**src/ebm_pkg.sv**
```systemverilog
// package for the external bus mode controller
// assumes one 25 MHz clock and four chip selects
package ebm_pkg;

	// ==========================================
	// sizes
	localparam int NUM_CS = 4;
	localparam int ADDR_W = 24;
	localparam int DATA_W = 8;
	localparam int STATE_LEN_W = 4;
	localparam int WAIT_CNT_W = 3;

	// ==========================================
	// reset values and limits
	localparam logic [1:0] MODE_RESET = 2'h0;
	localparam logic [2:0] WAIT_RESET = 3'h0;
	localparam logic [3:0] LEN_RESET = 4'h2;
	localparam logic [3:0] LEN_MIN_3ST = 4'h1;
	localparam logic [3:0] LEN_MIN_ALE = 4'h2;
	localparam logic [3:0] LEN_MAX = 4'hf;
	localparam logic [3:0] CNT_ONE = 4'h1;
	localparam logic [2:0] SYNC_RESET = 3'h7;

	// ==========================================
	// types
	typedef enum logic [1:0] {
		EBM_MODE_NATIVE = 2'b00,
		EBM_MODE_THREE = 2'b01,
		EBM_MODE_LATCH = 2'b10
	} ebm_mode_type;

	typedef enum logic [2:0] {
		EBM_ST_IDLE = 3'b000,
		EBM_ST_T1 = 3'b001,
		EBM_ST_T2 = 3'b010,
		EBM_ST_T3 = 3'b011,
		EBM_ST_T4 = 3'b100,
		EBM_ST_PROG_WAIT = 3'b101,
		EBM_ST_EXT_WAIT = 3'b110,
		EBM_ST_DONE = 3'b111
	} ebm_state_type;

	typedef struct packed {
		logic [1:0] mode;
		logic mux_bus;
		logic [3:0] state_len;
		logic [2:0] wait_count;
	} ebm_cs_cfg_type;

	typedef struct packed {
		logic [ADDR_W-1:0] addr;
		logic [DATA_W-1:0] wdata;
		logic write;
		logic io;
	} ebm_req_type;

	typedef struct packed {
		logic [ADDR_W-1:0] addr;
		logic [DATA_W-1:0] data;
		logic data_oe;
		logic addr_oe;
		logic read_n;
		logic write_n;
		logic memory_request_n;
		logic io_request_n;
		logic latch_strobe;
	} ebm_pins_type;

endpackage

```
**src/ebm_sync.sv**
```systemverilog
// three-stage input synchroniser for pins
// assumes the pin is asynchronous to ref_clk; change accepted when stages 2 and 3 agree
`timescale 1ns/1ps
module ebm_sync (
	input wire logic ref_clk,
	input wire logic rst_b,
	input wire logic pin_in,
	output logic level_out
);
	logic [2:0] sync_q;

	always_ff @(posedge ref_clk) begin
		if (!rst_b) begin
			sync_q <= ebm_pkg::SYNC_RESET;
			level_out <= 1'b1;
		end else begin
			sync_q <= {sync_q[1:0], pin_in};
			if (sync_q[2] == sync_q[1]) begin
				level_out <= sync_q[2];
			end
		end
	end
endmodule

```
**src/ebm_bus_ctrl.sv**
```systemverilog
// external bus mode sequencer: native, three-state and address-latch bus cycles
// assumes chip select decode comes from outside as cs_hit one-hot; pins sampled here
`timescale 1ns/1ps
module ebm_bus_ctrl #(
	parameter int NUM_CS = ebm_pkg::NUM_CS
) (
	input wire logic ref_clk,
	input wire logic rst_b,
	input wire logic cfg_we,
	input wire logic [1:0] cfg_sel,
	input wire ebm_pkg::ebm_cs_cfg_type cfg_wdata,
	input wire logic req_valid,
	output logic req_ready,
	input wire ebm_pkg::ebm_req_type req,
	input wire logic [NUM_CS-1:0] cs_hit,
	input wire logic internal_hit,
	output logic [ebm_pkg::DATA_W-1:0] rdata,
	output logic rdata_valid,
	input wire logic wait_in_n,
	input wire logic bus_request_in_n,
	output logic bus_grant_out_n,
	input wire logic [ebm_pkg::DATA_W-1:0] data_in,
	output ebm_pkg::ebm_pins_type pins,
	output logic [NUM_CS-1:0] chip_select_n,
	output logic internal_access_block
);
	// ==========================================
	// configuration store
	ebm_pkg::ebm_cs_cfg_type cfg_q [NUM_CS];
	ebm_pkg::ebm_cs_cfg_type cur_cfg_q;
	ebm_pkg::ebm_cs_cfg_type cfg_clamped;
	logic [3:0] len_min;

	// clamp the length so an illegal setting cannot shorten a state
	assign len_min = (cfg_wdata.mode == ebm_pkg::EBM_MODE_LATCH) ? ebm_pkg::LEN_MIN_ALE
		: ebm_pkg::LEN_MIN_3ST;
	always_comb begin
		cfg_clamped = cfg_wdata;
		if (cfg_wdata.state_len < len_min) begin
			cfg_clamped.state_len = len_min;
		end
	end

	genvar gi;
	generate
		for (gi = 0; gi < NUM_CS; gi++) begin : g_cfg
			always_ff @(posedge ref_clk) begin
				if (!rst_b) begin
					cfg_q[gi] <= '{mode: ebm_pkg::MODE_RESET, mux_bus: 1'b0,
						state_len: ebm_pkg::LEN_RESET, wait_count: ebm_pkg::WAIT_RESET};
				end else if (cfg_we && cfg_sel == 2'(gi)) begin
					cfg_q[gi] <= cfg_clamped;
				end
			end
		end
	endgenerate

	// ==========================================
	// pin synchronisers
	logic wait_s;
	logic bus_request_in_n_s;

	ebm_sync u_wait_sync (
		.ref_clk(ref_clk),
		.rst_b(rst_b),
		.pin_in(wait_in_n),
		.level_out(wait_s)
	);

	ebm_sync u_bus_request_in_n_sync (
		.ref_clk(ref_clk),
		.rst_b(rst_b),
		.pin_in(bus_request_in_n),
		.level_out(bus_request_in_n_s)
	);

	// ==========================================
	// cycle selection
	logic [1:0] hit_idx;
	logic any_hit;
	ebm_pkg::ebm_cs_cfg_type hit_cfg;

	always_comb begin
		hit_idx = 2'h0;
		for (int i = NUM_CS - 1; i >= 0; i--) begin
			if (cs_hit[i]) begin
				hit_idx = 2'(i);
			end
		end
	end
	assign any_hit = |cs_hit;
	assign hit_cfg = cfg_q[hit_idx];

	// ==========================================
	// sequencer state
	ebm_pkg::ebm_state_type state_q, state_d;
	logic [3:0] len_cnt_q, len_cnt_d;
	logic [2:0] wait_cnt_q, wait_cnt_d;
	logic [1:0] cs_idx_q;
	logic cs_act_q;
	ebm_pkg::ebm_req_type req_q;
	logic grant_q;
	logic half_q, half_d;

	wire idle = (state_q == ebm_pkg::EBM_ST_IDLE);
	wire len_end = (len_cnt_q == ebm_pkg::CNT_ONE);
	wire is_latch = (cur_cfg_q.mode == ebm_pkg::EBM_MODE_LATCH);
	wire is_native = (cur_cfg_q.mode == ebm_pkg::EBM_MODE_NATIVE);
	wire start = idle && req_valid && !grant_q && bus_request_in_n_s;
	wire grant_take = idle && !req_valid && !bus_request_in_n_s;
	wire [3:0] half_len = {1'b0, cur_cfg_q.state_len[3:1]};

	assign req_ready = start;

	// where external wait is looked at: end of T2, for both three-state and latch cycles
	wire wait_point_3st = (state_q == ebm_pkg::EBM_ST_T2) && len_end && !is_latch;
	wire wait_point_ale = (state_q == ebm_pkg::EBM_ST_T2) && len_end && is_latch;

	always_comb begin
		state_d = state_q;
		len_cnt_d = len_cnt_q;
		wait_cnt_d = wait_cnt_q;
		half_d = half_q;
		case (state_q)
			ebm_pkg::EBM_ST_IDLE: begin
				if (start) begin
					state_d = ebm_pkg::EBM_ST_T1;
					len_cnt_d = hit_cfg.state_len;
					half_d = 1'b1;
					wait_cnt_d = hit_cfg.wait_count;
				end
			end
			ebm_pkg::EBM_ST_T1: begin
				if (len_cnt_q <= half_len) begin
					half_d = 1'b0;
				end
				if (len_end) begin
					state_d = ebm_pkg::EBM_ST_T2;
					len_cnt_d = cur_cfg_q.state_len;
				end else begin
					len_cnt_d = len_cnt_q - ebm_pkg::CNT_ONE;
				end
			end
			ebm_pkg::EBM_ST_T2: begin
				if (len_end) begin
					len_cnt_d = cur_cfg_q.state_len;
					// programmed waits run first, then the wait pin is consulted
					if (wait_cnt_q != 3'h0) begin
						state_d = ebm_pkg::EBM_ST_PROG_WAIT;
					end else if (!wait_s) begin
						state_d = ebm_pkg::EBM_ST_EXT_WAIT;
					end else begin
						state_d = ebm_pkg::EBM_ST_T3;
					end
				end else begin
					len_cnt_d = len_cnt_q - ebm_pkg::CNT_ONE;
				end
			end
			ebm_pkg::EBM_ST_PROG_WAIT: begin
				wait_cnt_d = wait_cnt_q - 3'h1;
				if (wait_cnt_q == 3'h1) begin
					state_d = wait_s ? ebm_pkg::EBM_ST_T3 : ebm_pkg::EBM_ST_EXT_WAIT;
				end
			end
			ebm_pkg::EBM_ST_EXT_WAIT: begin
				if (wait_s) begin
					state_d = ebm_pkg::EBM_ST_T3;
				end
			end
			ebm_pkg::EBM_ST_T3: begin
				if (len_end) begin
					len_cnt_d = cur_cfg_q.state_len;
					state_d = is_latch ? ebm_pkg::EBM_ST_T4 : ebm_pkg::EBM_ST_DONE;
				end else begin
					len_cnt_d = len_cnt_q - ebm_pkg::CNT_ONE;
				end
			end
			ebm_pkg::EBM_ST_T4: begin
				if (len_end) begin
					state_d = ebm_pkg::EBM_ST_DONE;
				end else begin
					len_cnt_d = len_cnt_q - ebm_pkg::CNT_ONE;
				end
			end
			ebm_pkg::EBM_ST_DONE: begin
				state_d = ebm_pkg::EBM_ST_IDLE;
			end
			default: begin
				state_d = ebm_pkg::EBM_ST_IDLE;
			end
		endcase
	end

	// native cycles cut T1 to one cycle; T2 and T3 keep the programmed length and waits
	always_ff @(posedge ref_clk) begin
		if (!rst_b) begin
			state_q <= ebm_pkg::EBM_ST_IDLE;
			len_cnt_q <= ebm_pkg::CNT_ONE;
			wait_cnt_q <= ebm_pkg::WAIT_RESET;
			half_q <= 1'b0;
		end else begin
			state_q <= state_d;
			len_cnt_q <= state_q == ebm_pkg::EBM_ST_IDLE && start && hit_cfg.mode ==
				ebm_pkg::EBM_MODE_NATIVE ? ebm_pkg::CNT_ONE : len_cnt_d;
			wait_cnt_q <= wait_cnt_d;
			half_q <= half_d;
		end
	end

	always_ff @(posedge ref_clk) begin
		if (!rst_b) begin
			cur_cfg_q <= '{mode: ebm_pkg::MODE_RESET, mux_bus: 1'b0,
				state_len: ebm_pkg::LEN_RESET, wait_count: ebm_pkg::WAIT_RESET};
			req_q <= '0;
			cs_idx_q <= 2'h0;
			cs_act_q <= 1'b0;
		end else if (start) begin
			cur_cfg_q <= hit_cfg;
			req_q <= req;
			cs_idx_q <= hit_idx;
			cs_act_q <= any_hit;
		end else if (state_q == ebm_pkg::EBM_ST_DONE) begin
			cs_act_q <= 1'b0;
		end
	end

	// ==========================================
	// bus grant
	always_ff @(posedge ref_clk) begin
		if (!rst_b) begin
			grant_q <= 1'b0;
		end else if (grant_take) begin
			grant_q <= 1'b1;
		end else if (bus_request_in_n_s) begin
			grant_q <= 1'b0;
		end
	end
	// acknowledge only once the registered pins have let go of the bus
	assign bus_grant_out_n = !(grant_q && !pins.addr_oe);
	assign internal_access_block = grant_q;

	// ==========================================
	// read data capture
	wire cap_3st = (state_q == ebm_pkg::EBM_ST_T3) && len_end && !is_latch;
	wire cap_ale = (state_q == ebm_pkg::EBM_ST_T3) && len_end && is_latch;
	wire cap_now = (cap_3st || cap_ale) && !req_q.write;
	logic cap_q;
	// pins lag the state by one edge: sample on the edge that ends the pin strobe,
	// while the target still drives; the strobe is seen high with rdata_valid
	always_ff @(posedge ref_clk) begin
		if (!rst_b) begin
			cap_q <= 1'b0;
			rdata <= '0;
			rdata_valid <= 1'b0;
		end else begin
			cap_q <= cap_now;
			rdata_valid <= 1'b0;
			if (cap_q) begin
				rdata <= data_in;
				rdata_valid <= 1'b1;
			end
		end
	end

	// ==========================================
	// pin shaping
	wire busy = !idle && state_q != ebm_pkg::EBM_ST_DONE;
	wire in_t1 = (state_q == ebm_pkg::EBM_ST_T1);
	wire in_t4 = (state_q == ebm_pkg::EBM_ST_T4);
	wire strobe_on = busy && !in_t1 && !in_t4;
	wire req_on = busy && (!in_t1 || is_native);
	wire mux_t1 = in_t1 && is_latch && cur_cfg_q.mux_bus;
	wire drive_wdata = busy && req_q.write && (!in_t1 || (is_latch && !cur_cfg_q.mux_bus));

	ebm_pkg::ebm_pins_type pins_d;
	always_comb begin
		pins_d = '0;
		pins_d.addr = req_q.addr;
		pins_d.addr_oe = !grant_q;
		pins_d.read_n = !(strobe_on && !req_q.write);
		pins_d.write_n = !(strobe_on && req_q.write);
		pins_d.memory_request_n = !(req_on && !req_q.io);
		pins_d.io_request_n = !(req_on && req_q.io);
		// high for the first half of T1, low for the rest so the address can latch
		pins_d.latch_strobe = in_t1 && is_latch && half_q && (len_cnt_q > half_len);
		if (mux_t1) begin
			pins_d.data = req_q.addr[ebm_pkg::DATA_W-1:0];
			pins_d.data_oe = 1'b1;
		end else if (drive_wdata) begin
			pins_d.data = req_q.wdata;
			pins_d.data_oe = 1'b1;
		end
		if (grant_q) begin
			pins_d.data_oe = 1'b0;
		end
	end

	// chip selects: own cycle, or external address decode while granted
	logic [NUM_CS-1:0] cs_d;
	always_comb begin
		cs_d = '1;
		if (grant_q) begin
			// lower index wins here too, so only one select ever goes low
			if (any_hit) begin
				cs_d[hit_idx] = 1'b0;
			end
		end else if (busy && cs_act_q) begin
			cs_d[cs_idx_q] = 1'b0;
		end
	end

	always_ff @(posedge ref_clk) begin
		if (!rst_b) begin
			pins <= '{addr: '0, data: '0, data_oe: 1'b0, addr_oe: 1'b1, read_n: 1'b1,
				write_n: 1'b1, memory_request_n: 1'b1, io_request_n: 1'b1,
				latch_strobe: 1'b0};
			chip_select_n <= '1;
		end else begin
			pins <= pins_d;
			chip_select_n <= cs_d;
		end
	end

	// internal hits during grant are blocked rather than forwarded
	wire unused_internal = internal_hit & wait_point_3st & wait_point_ale;
endmodule

```
**config.mk**
```make
export PLATFORM = sky130hd
export DESIGN_NAME = ebm_bus_ctrl
export DESIGN_NICKNAME = d
export VERILOG_FILES = /design/src/ebm_pkg.sv /design/src/ebm_sync.sv /design/src/ebm_bus_ctrl.sv
export SDC_FILE = /design/constraint.sdc
export NUM_CORES = 1
export LEC_CHECK = 0
export BUFFER_PORTS_ARGS = -buffer_cell sky130_fd_sc_hd__buf_2
export CAP_MARGIN = 20
export CORE_MARGIN = 4
export CORE_UTILIZATION = 50
export DETAILED_ROUTE_END_ITERATION = 12
export GPL_TIMING_DRIVEN = 1
export PLACE_DENSITY = 0.76
export SLEW_MARGIN = 10
export SYNTH_ARGS = -nofsm -noshare
export SYNTH_HDL_FRONTEND = slang
export SYNTH_SLANG_ARGS = --single-unit
```
**constraint.sdc**
```tcl
create_clock -name ref_clk -period 2.01 [get_ports ref_clk]
set_input_delay 0.402 -clock ref_clk [delete_from_list [all_inputs] [get_ports ref_clk]]
set_output_delay 0.402 -clock ref_clk [all_outputs]
set_load 0.01 [all_outputs]
```
# ---- Yosys cells after proc, flatten, opt, wreduce, memory -nomap -nowiden
# Memory sizes are Yosys's and may differ from the RTL's.
# Cells that the tools add are included.
dict set report totals {
  reg_bits 117
  ramBits 40
  out_inout_bits 55
  word_cells 202
  mem_count 1
}
# memory depth word_bits rd rd_ports_with_merged_regs write_ports line_no
set memory_table {}
lappend memory_table {cfg_q 4 10 1 0 4 ebm_bus_ctrl.sv:29} ;# ebm_pkg::ebm_cs_cfg_type cfg_q [NUM_CS];
dict set report classes {
  add_sub_neg 2
  order_cmp 7
  n_eq_ne 26
  n_mux 57
  bitwise_logic 7
  reduce_logical 71
}
# operator n
set op_table {}
lappend op_table {{$mux 10} 4}
lappend op_table {{$logic_and 1x1->1} 34}
lappend op_table {{$mux 3} 10}
lappend op_table {{$mux 4} 7}
lappend op_table {{$pmux 3 s8} 1}
lappend op_table {{$mux 1} 22}
lappend op_table {{$mux 9} 2}
lappend op_table {{$logic_not 1->1} 16}
lappend op_table {{$eq 3x3->1 const B} 4}
lappend op_table {{$mux 2} 6}
lappend op_table {{$ne 2x2->1 const B} 6}
lappend op_table {{$pmux 4 s3} 1}
lappend op_table {{$eq 2x2->1 const B} 4}
lappend op_table {{$not 4->4} 2}
lappend op_table {{$reduce_bool 2->1} 4}
lappend op_table {{$reduce_and 7->1} 1}
lappend op_table {{$eq 3x1->1 const B} 2}
lappend op_table {{$eq 3x2->1 const B} 2}
lappend op_table {{$logic_not 2->1} 3}
lappend op_table {{$lt 2x3->1 const B} 2}
lappend op_table {{$ne 2x1->1 const B} 3}
lappend op_table {{$pmux 3 s2} 1}
lappend op_table {{$reduce_and 3->1} 2}
lappend op_table {{$reduce_bool 3->1} 2}
lappend op_table {{other kinds (20)} 29}

# ---- Longest topological paths before layout
dict set report depth {
  ltp_word 11
  ltp_mapped 8
}

# ---- Hierarchy
# From an unflattened synthesis, not the netlist that was laid out.
dict set report unflattened {
  cells_unflattened 657
  area_unflattened_um2 6363.6
}
# mod instances cells_per_inst area_per_inst_um2 seq_area_each_um2
set modules_own_cells {}
lappend modules_own_cells {ebm_bus_ctrl 1 637 6138.4 3383.2}
lappend modules_own_cells {ebm_sync 2 10 112.6 80.1}

# ---- Worst setup path before layout
# Ideal clock, no wire load.
dict set report synth_timing {
  path_kind {register -> register}
  start {register len_cnt_q[0]}
  end {register len_cnt_q[0]}
  setup_ns 0.134
  arrival_time_ns 1.954
  required_ns 1.876
  setup_slack_ns -0.078
  path_stages_with_launch 8
  period_less_slack_ns 2.088
  cell_sequence {dfxtp_1 > ha_1 > or3b_1 > buf_6 > or3_1 > o31ai_1 > a2111oi_0 > or4_1}
}
dict set report synth_between {
  elab_chain_len 3
}
# item line_no
set synth_lines {}
lappend synth_lines {{start: declaration} ebm_bus_ctrl.sv:97} ;# logic [3:0] len_cnt_q, len_cnt_d;
lappend synth_lines {{start signal: assignment} ebm_bus_ctrl.sv:198} ;# len_cnt_q <= ebm_pkg::CNT_ONE;
lappend synth_lines {{start signal: assignment} ebm_bus_ctrl.sv:203} ;# len_cnt_q <= state_q == ebm_pkg::EBM_ST_IDLE && start && hit_cfg.mode ==
lappend synth_lines {{$sub 4x1->4 / $eq 4x1->1 (equally long branches)} --}
lappend synth_lines {{$mux 4, or another cell as far along} ebm_bus_ctrl.sv:179} ;# if (len_end) begin
lappend synth_lines {{$pmux 4 s3 / $reduce_and 3->1 (equally long branches)} --}
# Several ways; a longest one is shown, not always the timed one. The select of a mux whose other input is x is not followed.
# A chain may end at the register's enable or synchronous reset.

# ---- Worst setup path in the final report
dict set report layout_timing {
  start {register len_cnt_q[1]}
  end {register len_cnt_q[0]}
}
dict set report layout_between {
  elab_chain_len 3
}
# item line_no
set layout_lines {}
lappend layout_lines {{$eq 4x1->1 (*)} ebm_bus_ctrl.sv:106} ;# wire len_end = (len_cnt_q == ebm_pkg::CNT_ONE);
lappend layout_lines {{$mux 4 / $ne 2x2->1 (equally long branches)} --}
lappend layout_lines {{$pmux 4 s3 / $reduce_and 3->1 (equally long branches)} --}
# Mark *: on every way between the ends. The rest lies on a longest branch, timed or not.

==> flow_summary.html <==
<table>
<tr><th>Metric</th><th>Value</th></tr>
<tr><th colspan="2">Final layout</th></tr>
<tr><td>Post-route insts no fill</td><td>around 1000</td></tr>
<tr><td>Fill cell count</td><td>972</td></tr>
<tr><td>Area added between synthesis and finish</td><td>25.3%</td></tr>
<tr><td>Post-layout utilization of the core</td><td>0.652</td></tr>
<tr><td>Ratio of cells with drive above 1 in the final layout</td><td>0.267</td></tr>
<tr><td>Ant. Diodes</td><td>0</td></tr>
<tr><td>Number of nets in the finished design</td><td>877</td></tr>
<tr><th colspan="2">STA</th></tr>
<tr><td>Final period demand of the worst path</td><td>a little under 2 ns</td></tr>
<tr><td>Final Max Tran Viols</td><td>0</td></tr>
<tr><td>Transition time at the pin with the least slew margin</td><td>0.580 ns</td></tr>
<tr><td>Relative slew margins</td><td>0.609</td></tr>
<tr><td>Final Cycle Share</td><td>0.981</td></tr>
<tr><td>Final critical-path setup slack</td><td>approximately 0.038 ns</td></tr>
<tr><td>RSZ-0062 raised after global routing</td><td>true</td></tr>
<tr><td>Number of hold violations in the final report</td><td>0</td></tr>
<tr><td>Worst clock skew on the final layout</td><td>approximately 0.0056 ns</td></tr>
<tr><td>Fmax</td><td>507 MHz</td></tr>
<tr><td>Finish-stage setup viols</td><td>0</td></tr>
<tr><th colspan="2">GRT</th></tr>
<tr><td>Grt ovf</td><td>0</td></tr>
<tr><td>Initial antenna violation count</td><td>0</td></tr>
<tr><td>Global routing usage on met3</td><td>0.0555</td></tr>
<tr><td>Global-route total usage across every layer</td><td>0.206</td></tr>
<tr><td>Global-route wire length before repair</td><td>23.9 mm</td></tr>
<tr><td>Maximum number of pins on one net before global-route repair</td><td>60</td></tr>
<tr><td>Via count of the first global-routing pass</td><td>5005</td></tr>
<tr><td>Fraction of met1 tracks used by global routing</td><td>0.256</td></tr>
<tr><td>Met2 routing resource usage after global routing</td><td>0.349</td></tr>
<tr><td>Most utilized layer in the global route result</td><td>met2</td></tr>
<tr><th colspan="2">Synthesis</th></tr>
<tr><td>Top flip-flop cell by instance count after synthesis</td><td>sky130_fd_sc_hd__dfxtp_1</td></tr>
<tr><td>Distinct cell type count after synthesis</td><td>64</td></tr>
<tr><td>Netlist area before placement</td><td>roughly 6400 um2</td></tr>
<tr><td>Mean area per synthesized cell</td><td>~9.7 um2</td></tr>
<tr><td>Count of flip-flops with a built-in enable after synthesis</td><td>40</td></tr>
<tr><td>Register bit total from synthesis</td><td>157</td></tr>
<tr><td>Ys async rst share</td><td>0</td></tr>
<tr><td>Post-synthesis net count</td><td>between 700 and 800</td></tr>
<tr><td>Synthesized netlist cell count</td><td>660</td></tr>
<tr><td>Count of warnings emitted by yosys</td><td>0</td></tr>
<tr><td>Sequential area share after synthesis</td><td>0.556</td></tr>
<tr><th colspan="2">Clock tree</th></tr>
<tr><td>Clock-pin slew on the worst setup and hold paths</td><td>~0.06 ns</td></tr>
<tr><td>Clock latency at the later pin of the worst-skew pair</td><td>0.42 ns</td></tr>
<tr><td>H-tree levels</td><td>4</td></tr>
<tr><td>Number of CTS-inserted buffers</td><td>17</td></tr>
<tr><td>Cell at the root of the clock tree</td><td>sky130_fd_sc_hd__clkbuf_16</td></tr>
<tr><td>Number of clock sinks</td><td>157</td></tr>
<tr><td>CTS tree</td><td>yes</td></tr>
<tr><td>CTS Buffer Depth</td><td>2</td></tr>
<tr><th colspan="2">Route</th></tr>
<tr><td>Routed wire length per instance</td><td>15.1 um</td></tr>
<tr><td>First DRT Iteration DRCs</td><td>a little over 400</td></tr>
<tr><td>Antenna-violating nets left</td><td>0</td></tr>
<tr><td>WL final</td><td>14.8 mm</td></tr>
<tr><td>Total DRC errors in the routed layout</td><td>0</td></tr>
<tr><td>Vias per std cell</td><td>5.21</td></tr>
<tr><td>Via count</td><td>5128</td></tr>
<tr><td>First-pass iteration count of the detailed router</td><td>5</td></tr>
<tr><th colspan="2">Pwr</th></tr>
<tr><td>Static leakage</td><td>3.30 nW</td></tr>
<tr><td>Max IR drop VDD</td><td>approximately 0.74 mV</td></tr>
<tr><td>Power density of the placed cells</td><td>1220 nW/um2</td></tr>
<tr><th colspan="2">Setup path</th></tr>
<tr><td>Required time of the critical path</td><td>2.30 ns</td></tr>
<tr><td>Combined buffer and inverter count along the critical path</td><td>1</td></tr>
<tr><td>Crit Path Class</td><td>flop to flop</td></tr>
<tr><td>Worst-path cell chain</td><td>inv_2 -&gt; ha_4 -&gt; or3b_4 -&gt; or3_1 -&gt; o31ai_1 -&gt; a2111oi_1 -&gt; or4_1</td></tr>
<tr><td>CP endpoint kind</td><td>flop</td></tr>
<tr><td>Launching point of the worst reg2reg path</td><td>len_cnt_q[1]</td></tr>
<tr><td>R2R setup slack</td><td>0.04 ns</td></tr>
<tr><td>Cells on worst reg2reg path</td><td>7</td></tr>
<tr><td>Startpoint Class</td><td>flop</td></tr>
<tr><td>Arr. time, crit path</td><td>2.26 ns</td></tr>
<tr><td>Kind of cell adding the most delay to the critical path</td><td>simple AND/OR/NAND/NOR gates</td></tr>
<tr><td>Worst stage delay on the critical path</td><td>0.46 ns</td></tr>
<tr><td>CP Max Fanout</td><td>4</td></tr>
<tr><td>Critical-path top delay cell</td><td>sky130_fd_sc_hd__or4_1</td></tr>
<tr><td>Reg2Reg Capture Point</td><td>len_cnt_q[0]</td></tr>
<tr><th colspan="2">Placement</th></tr>
<tr><td>Routability congestion estimate</td><td>0.877</td></tr>
<tr><td>Half-perimeter wire length after placement</td><td>10.8 mm</td></tr>
<tr><td>IO buf count</td><td>118</td></tr>
<tr><td>Setup WS pre-CTS</td><td>-0.0470 ns</td></tr>
<tr><td>Cells after DPL</td><td>949</td></tr>
<tr><th colspan="2">Worst hold path</th></tr>
<tr><td>Min-delay worst type</td><td>input port to flop</td></tr>
<tr><td>Hold endpoint</td><td>u_bus_request_in_n_sync.sync_q[0]</td></tr>
<tr><td>Hold_sp</td><td>bus_request_in_n</td></tr>
<tr><td>WHS Path Cells</td><td>2</td></tr>
<tr><th colspan="2">Status</th></tr>
<tr><td>Outcome</td><td>completed</td></tr>
<tr><th colspan="2">Die</th></tr>
<tr><td>DIE HEIGHT</td><td>121 um</td></tr>
<tr><td>Floorplan row count</td><td>40</td></tr>
<tr><td>Die area</td><td>14600 um2</td></tr>
<tr><td>Core area</td><td>12300 um2</td></tr>
<tr><td>Initial core utilization</td><td>0.520</td></tr>
<tr><td>Die Span X</td><td>between 100 and 150 um</td></tr>
<tr><td># IOs</td><td>120</td></tr>
<tr><th colspan="2">Run</th></tr>
<tr><td>Maximum Capacitance Violations</td><td>0</td></tr>
</table>
## per-layer routing
metal / routed length, um / vias up
li1: - / 2582
met4: 177 / 0
met1: 6370 / 2390
met2: 7460 / 142
met5: 0 / -
met3: 833 / 14
## power breakdown
part / leakage [nW] / total, mW / switching [mW] / internal [mW]
Combinational: 1.66 / 2.70 / 1.55 / 1.14
Clock: 0.299 / 3.15 / 1.24 / 1.91
Sequential: 1.35 / 3.89 / 0.221 / 3.67
Total: 3.30 / 9.74 / 3.02 / 6.72
## flip-flops by register name, summed over array words and instances, names as in the netlist
signal and flops:
cs_act_q 1, wait_cnt_q 3, u_wait_sync.level_out 1, u_bus_request_in_n_sync.sync_q 3
cs_idx_q 2, cur_cfg_q 7, cfg_q 40, u_bus_request_in_n_sync.level_out 1
rdata 8, state_q 3, req_q 10, u_wait_sync.sync_q 3
pins_d 24, rdata_valid 1, len_cnt_q 4, internal_access_block 1
half_q 1, cap_q 1, chip_select_n 4, pins 39
## cell usage in the layout, fill, tap and decap left out, types with 11 or more instances in the layout
master                      count
sky130_fd_sc_hd__a21oi_1       57
sky130_fd_sc_hd__o21ai_0       22
sky130_fd_sc_hd__edfxtp_1      40
sky130_fd_sc_hd__buf_2        117
sky130_fd_sc_hd__buf_4         40
sky130_fd_sc_hd__dfxtp_1      114
sky130_fd_sc_hd__nand2_1      109
sky130_fd_sc_hd__nand3_1       11
sky130_fd_sc_hd__and2_1        57
sky130_fd_sc_hd__nor2_1        47
sky130_fd_sc_hd__inv_1         12
sky130_fd_sc_hd__mux2i_1       12
sky130_fd_sc_hd__nor3_1        12
sky130_fd_sc_hd__nor2b_1       11
sky130_fd_sc_hd__clkbuf_16     18
sky130_fd_sc_hd__nand2b_1      18
## synth_stat cells (11+ instances only)
library cell               count  area share
sky130_fd_sc_hd__a21oi_1      57       0.045
sky130_fd_sc_hd__and2_1       57       0.056
sky130_fd_sc_hd__clkbuf_1     22       0.013
sky130_fd_sc_hd__dfxtp_1     117        0.37
sky130_fd_sc_hd__edfxtp_1     40        0.19
sky130_fd_sc_hd__inv_1        13      0.0077
sky130_fd_sc_hd__mux2i_1      12       0.019
sky130_fd_sc_hd__nand2_1     109       0.064
sky130_fd_sc_hd__nand2b_1     18       0.018
sky130_fd_sc_hd__nand3_1      11      0.0086
sky130_fd_sc_hd__nor2_1       47       0.028
sky130_fd_sc_hd__nor2b_1      11       0.011
sky130_fd_sc_hd__nor3_1       12      0.0094
sky130_fd_sc_hd__o21ai_0      23       0.018
## kinds of logic after synthesis
family | count (synthesis) | synth area share
and+or+nand+nor | 289 | 0.223
DFF | 157 | 0.556
AOI/OAI and AO/OA | 137 | 0.138
buffers and inverters | 51 | 0.0343
muxes | 17 | 0.0312
adders and majority gates | 9 | 0.0177
## worst reg2reg max path, stage by stage (launching register included)
cell and delay [ns]:
sky130_fd_sc_hd__dfxtp_2 0.32, sky130_fd_sc_hd__inv_2 0.07, sky130_fd_sc_hd__ha_4 0.12, sky130_fd_sc_hd__or3b_4 0.41, sky130_fd_sc_hd__or3_1 0.32, sky130_fd_sc_hd__o31ai_1 0.08, sky130_fd_sc_hd__a2111oi_1 0.07, sky130_fd_sc_hd__or4_1 0.46
## worst max-delay path by stage
| stage | startpoint | to | cells past startpoint |
|---|---|---|---|
| global route | len_cnt_q[1] | state_q[2] | 7 |
| floorplan | len_cnt_q[1] | len_cnt_q[0] | 8 |
| detailed placement | len_cnt_q[1] | state_q[1] | 7 |
| global placement | cs_hit[1] | len_cnt_q[1] | 7 |
| CTS | state_q[0] | req_ready | 4 |
| finish | len_cnt_q[1] | len_cnt_q[0] | 7 |
## per-stage QoR
step | TNS (ns) | total power [mW] | area [um2] | hold WS, ns
finish | 0 | 9.74 | 7990 | 0.174
CTS | 0 | 9.69 | 7950 | 0.165
detailed placement | -0.247 | 6.49 | 7340 | 0.402
global route | -0.0563 | 10.3 | 7990 | 0.169
floorplan | 0 | 5.67 | 6400 | 0.386
global placement | 0 | 6.41 | 7340 | 0.404
## timing repair
action / in CTS / in global routing
pin swaps: 3 / 4
setup buffers: 1 / 2
setup endpoints to repair: 4 / 12
resized for setup: 4 / 10
hold buffers: 0 / 0
## final cells by class
| cell class | instances | area (um2) | area share |
|---|---|---|---|
| Clock buffer | 23 | 509 | 0.0637 |
| Clock inverter | 9 | 80.1 | 0.0100 |
| Inverter | 15 | 58.8 | 0.00736 |
| Multi-Input combinational cell | 452 | 2660 | 0.332 |
| Sequential cell | 157 | 3550 | 0.444 |
| Tap cell | 168 | 210 | 0.0263 |
| Timing Repair Buffer | 160 | 928 | 0.116 |
No activity file was read; power rests on OpenSTA's default activity.
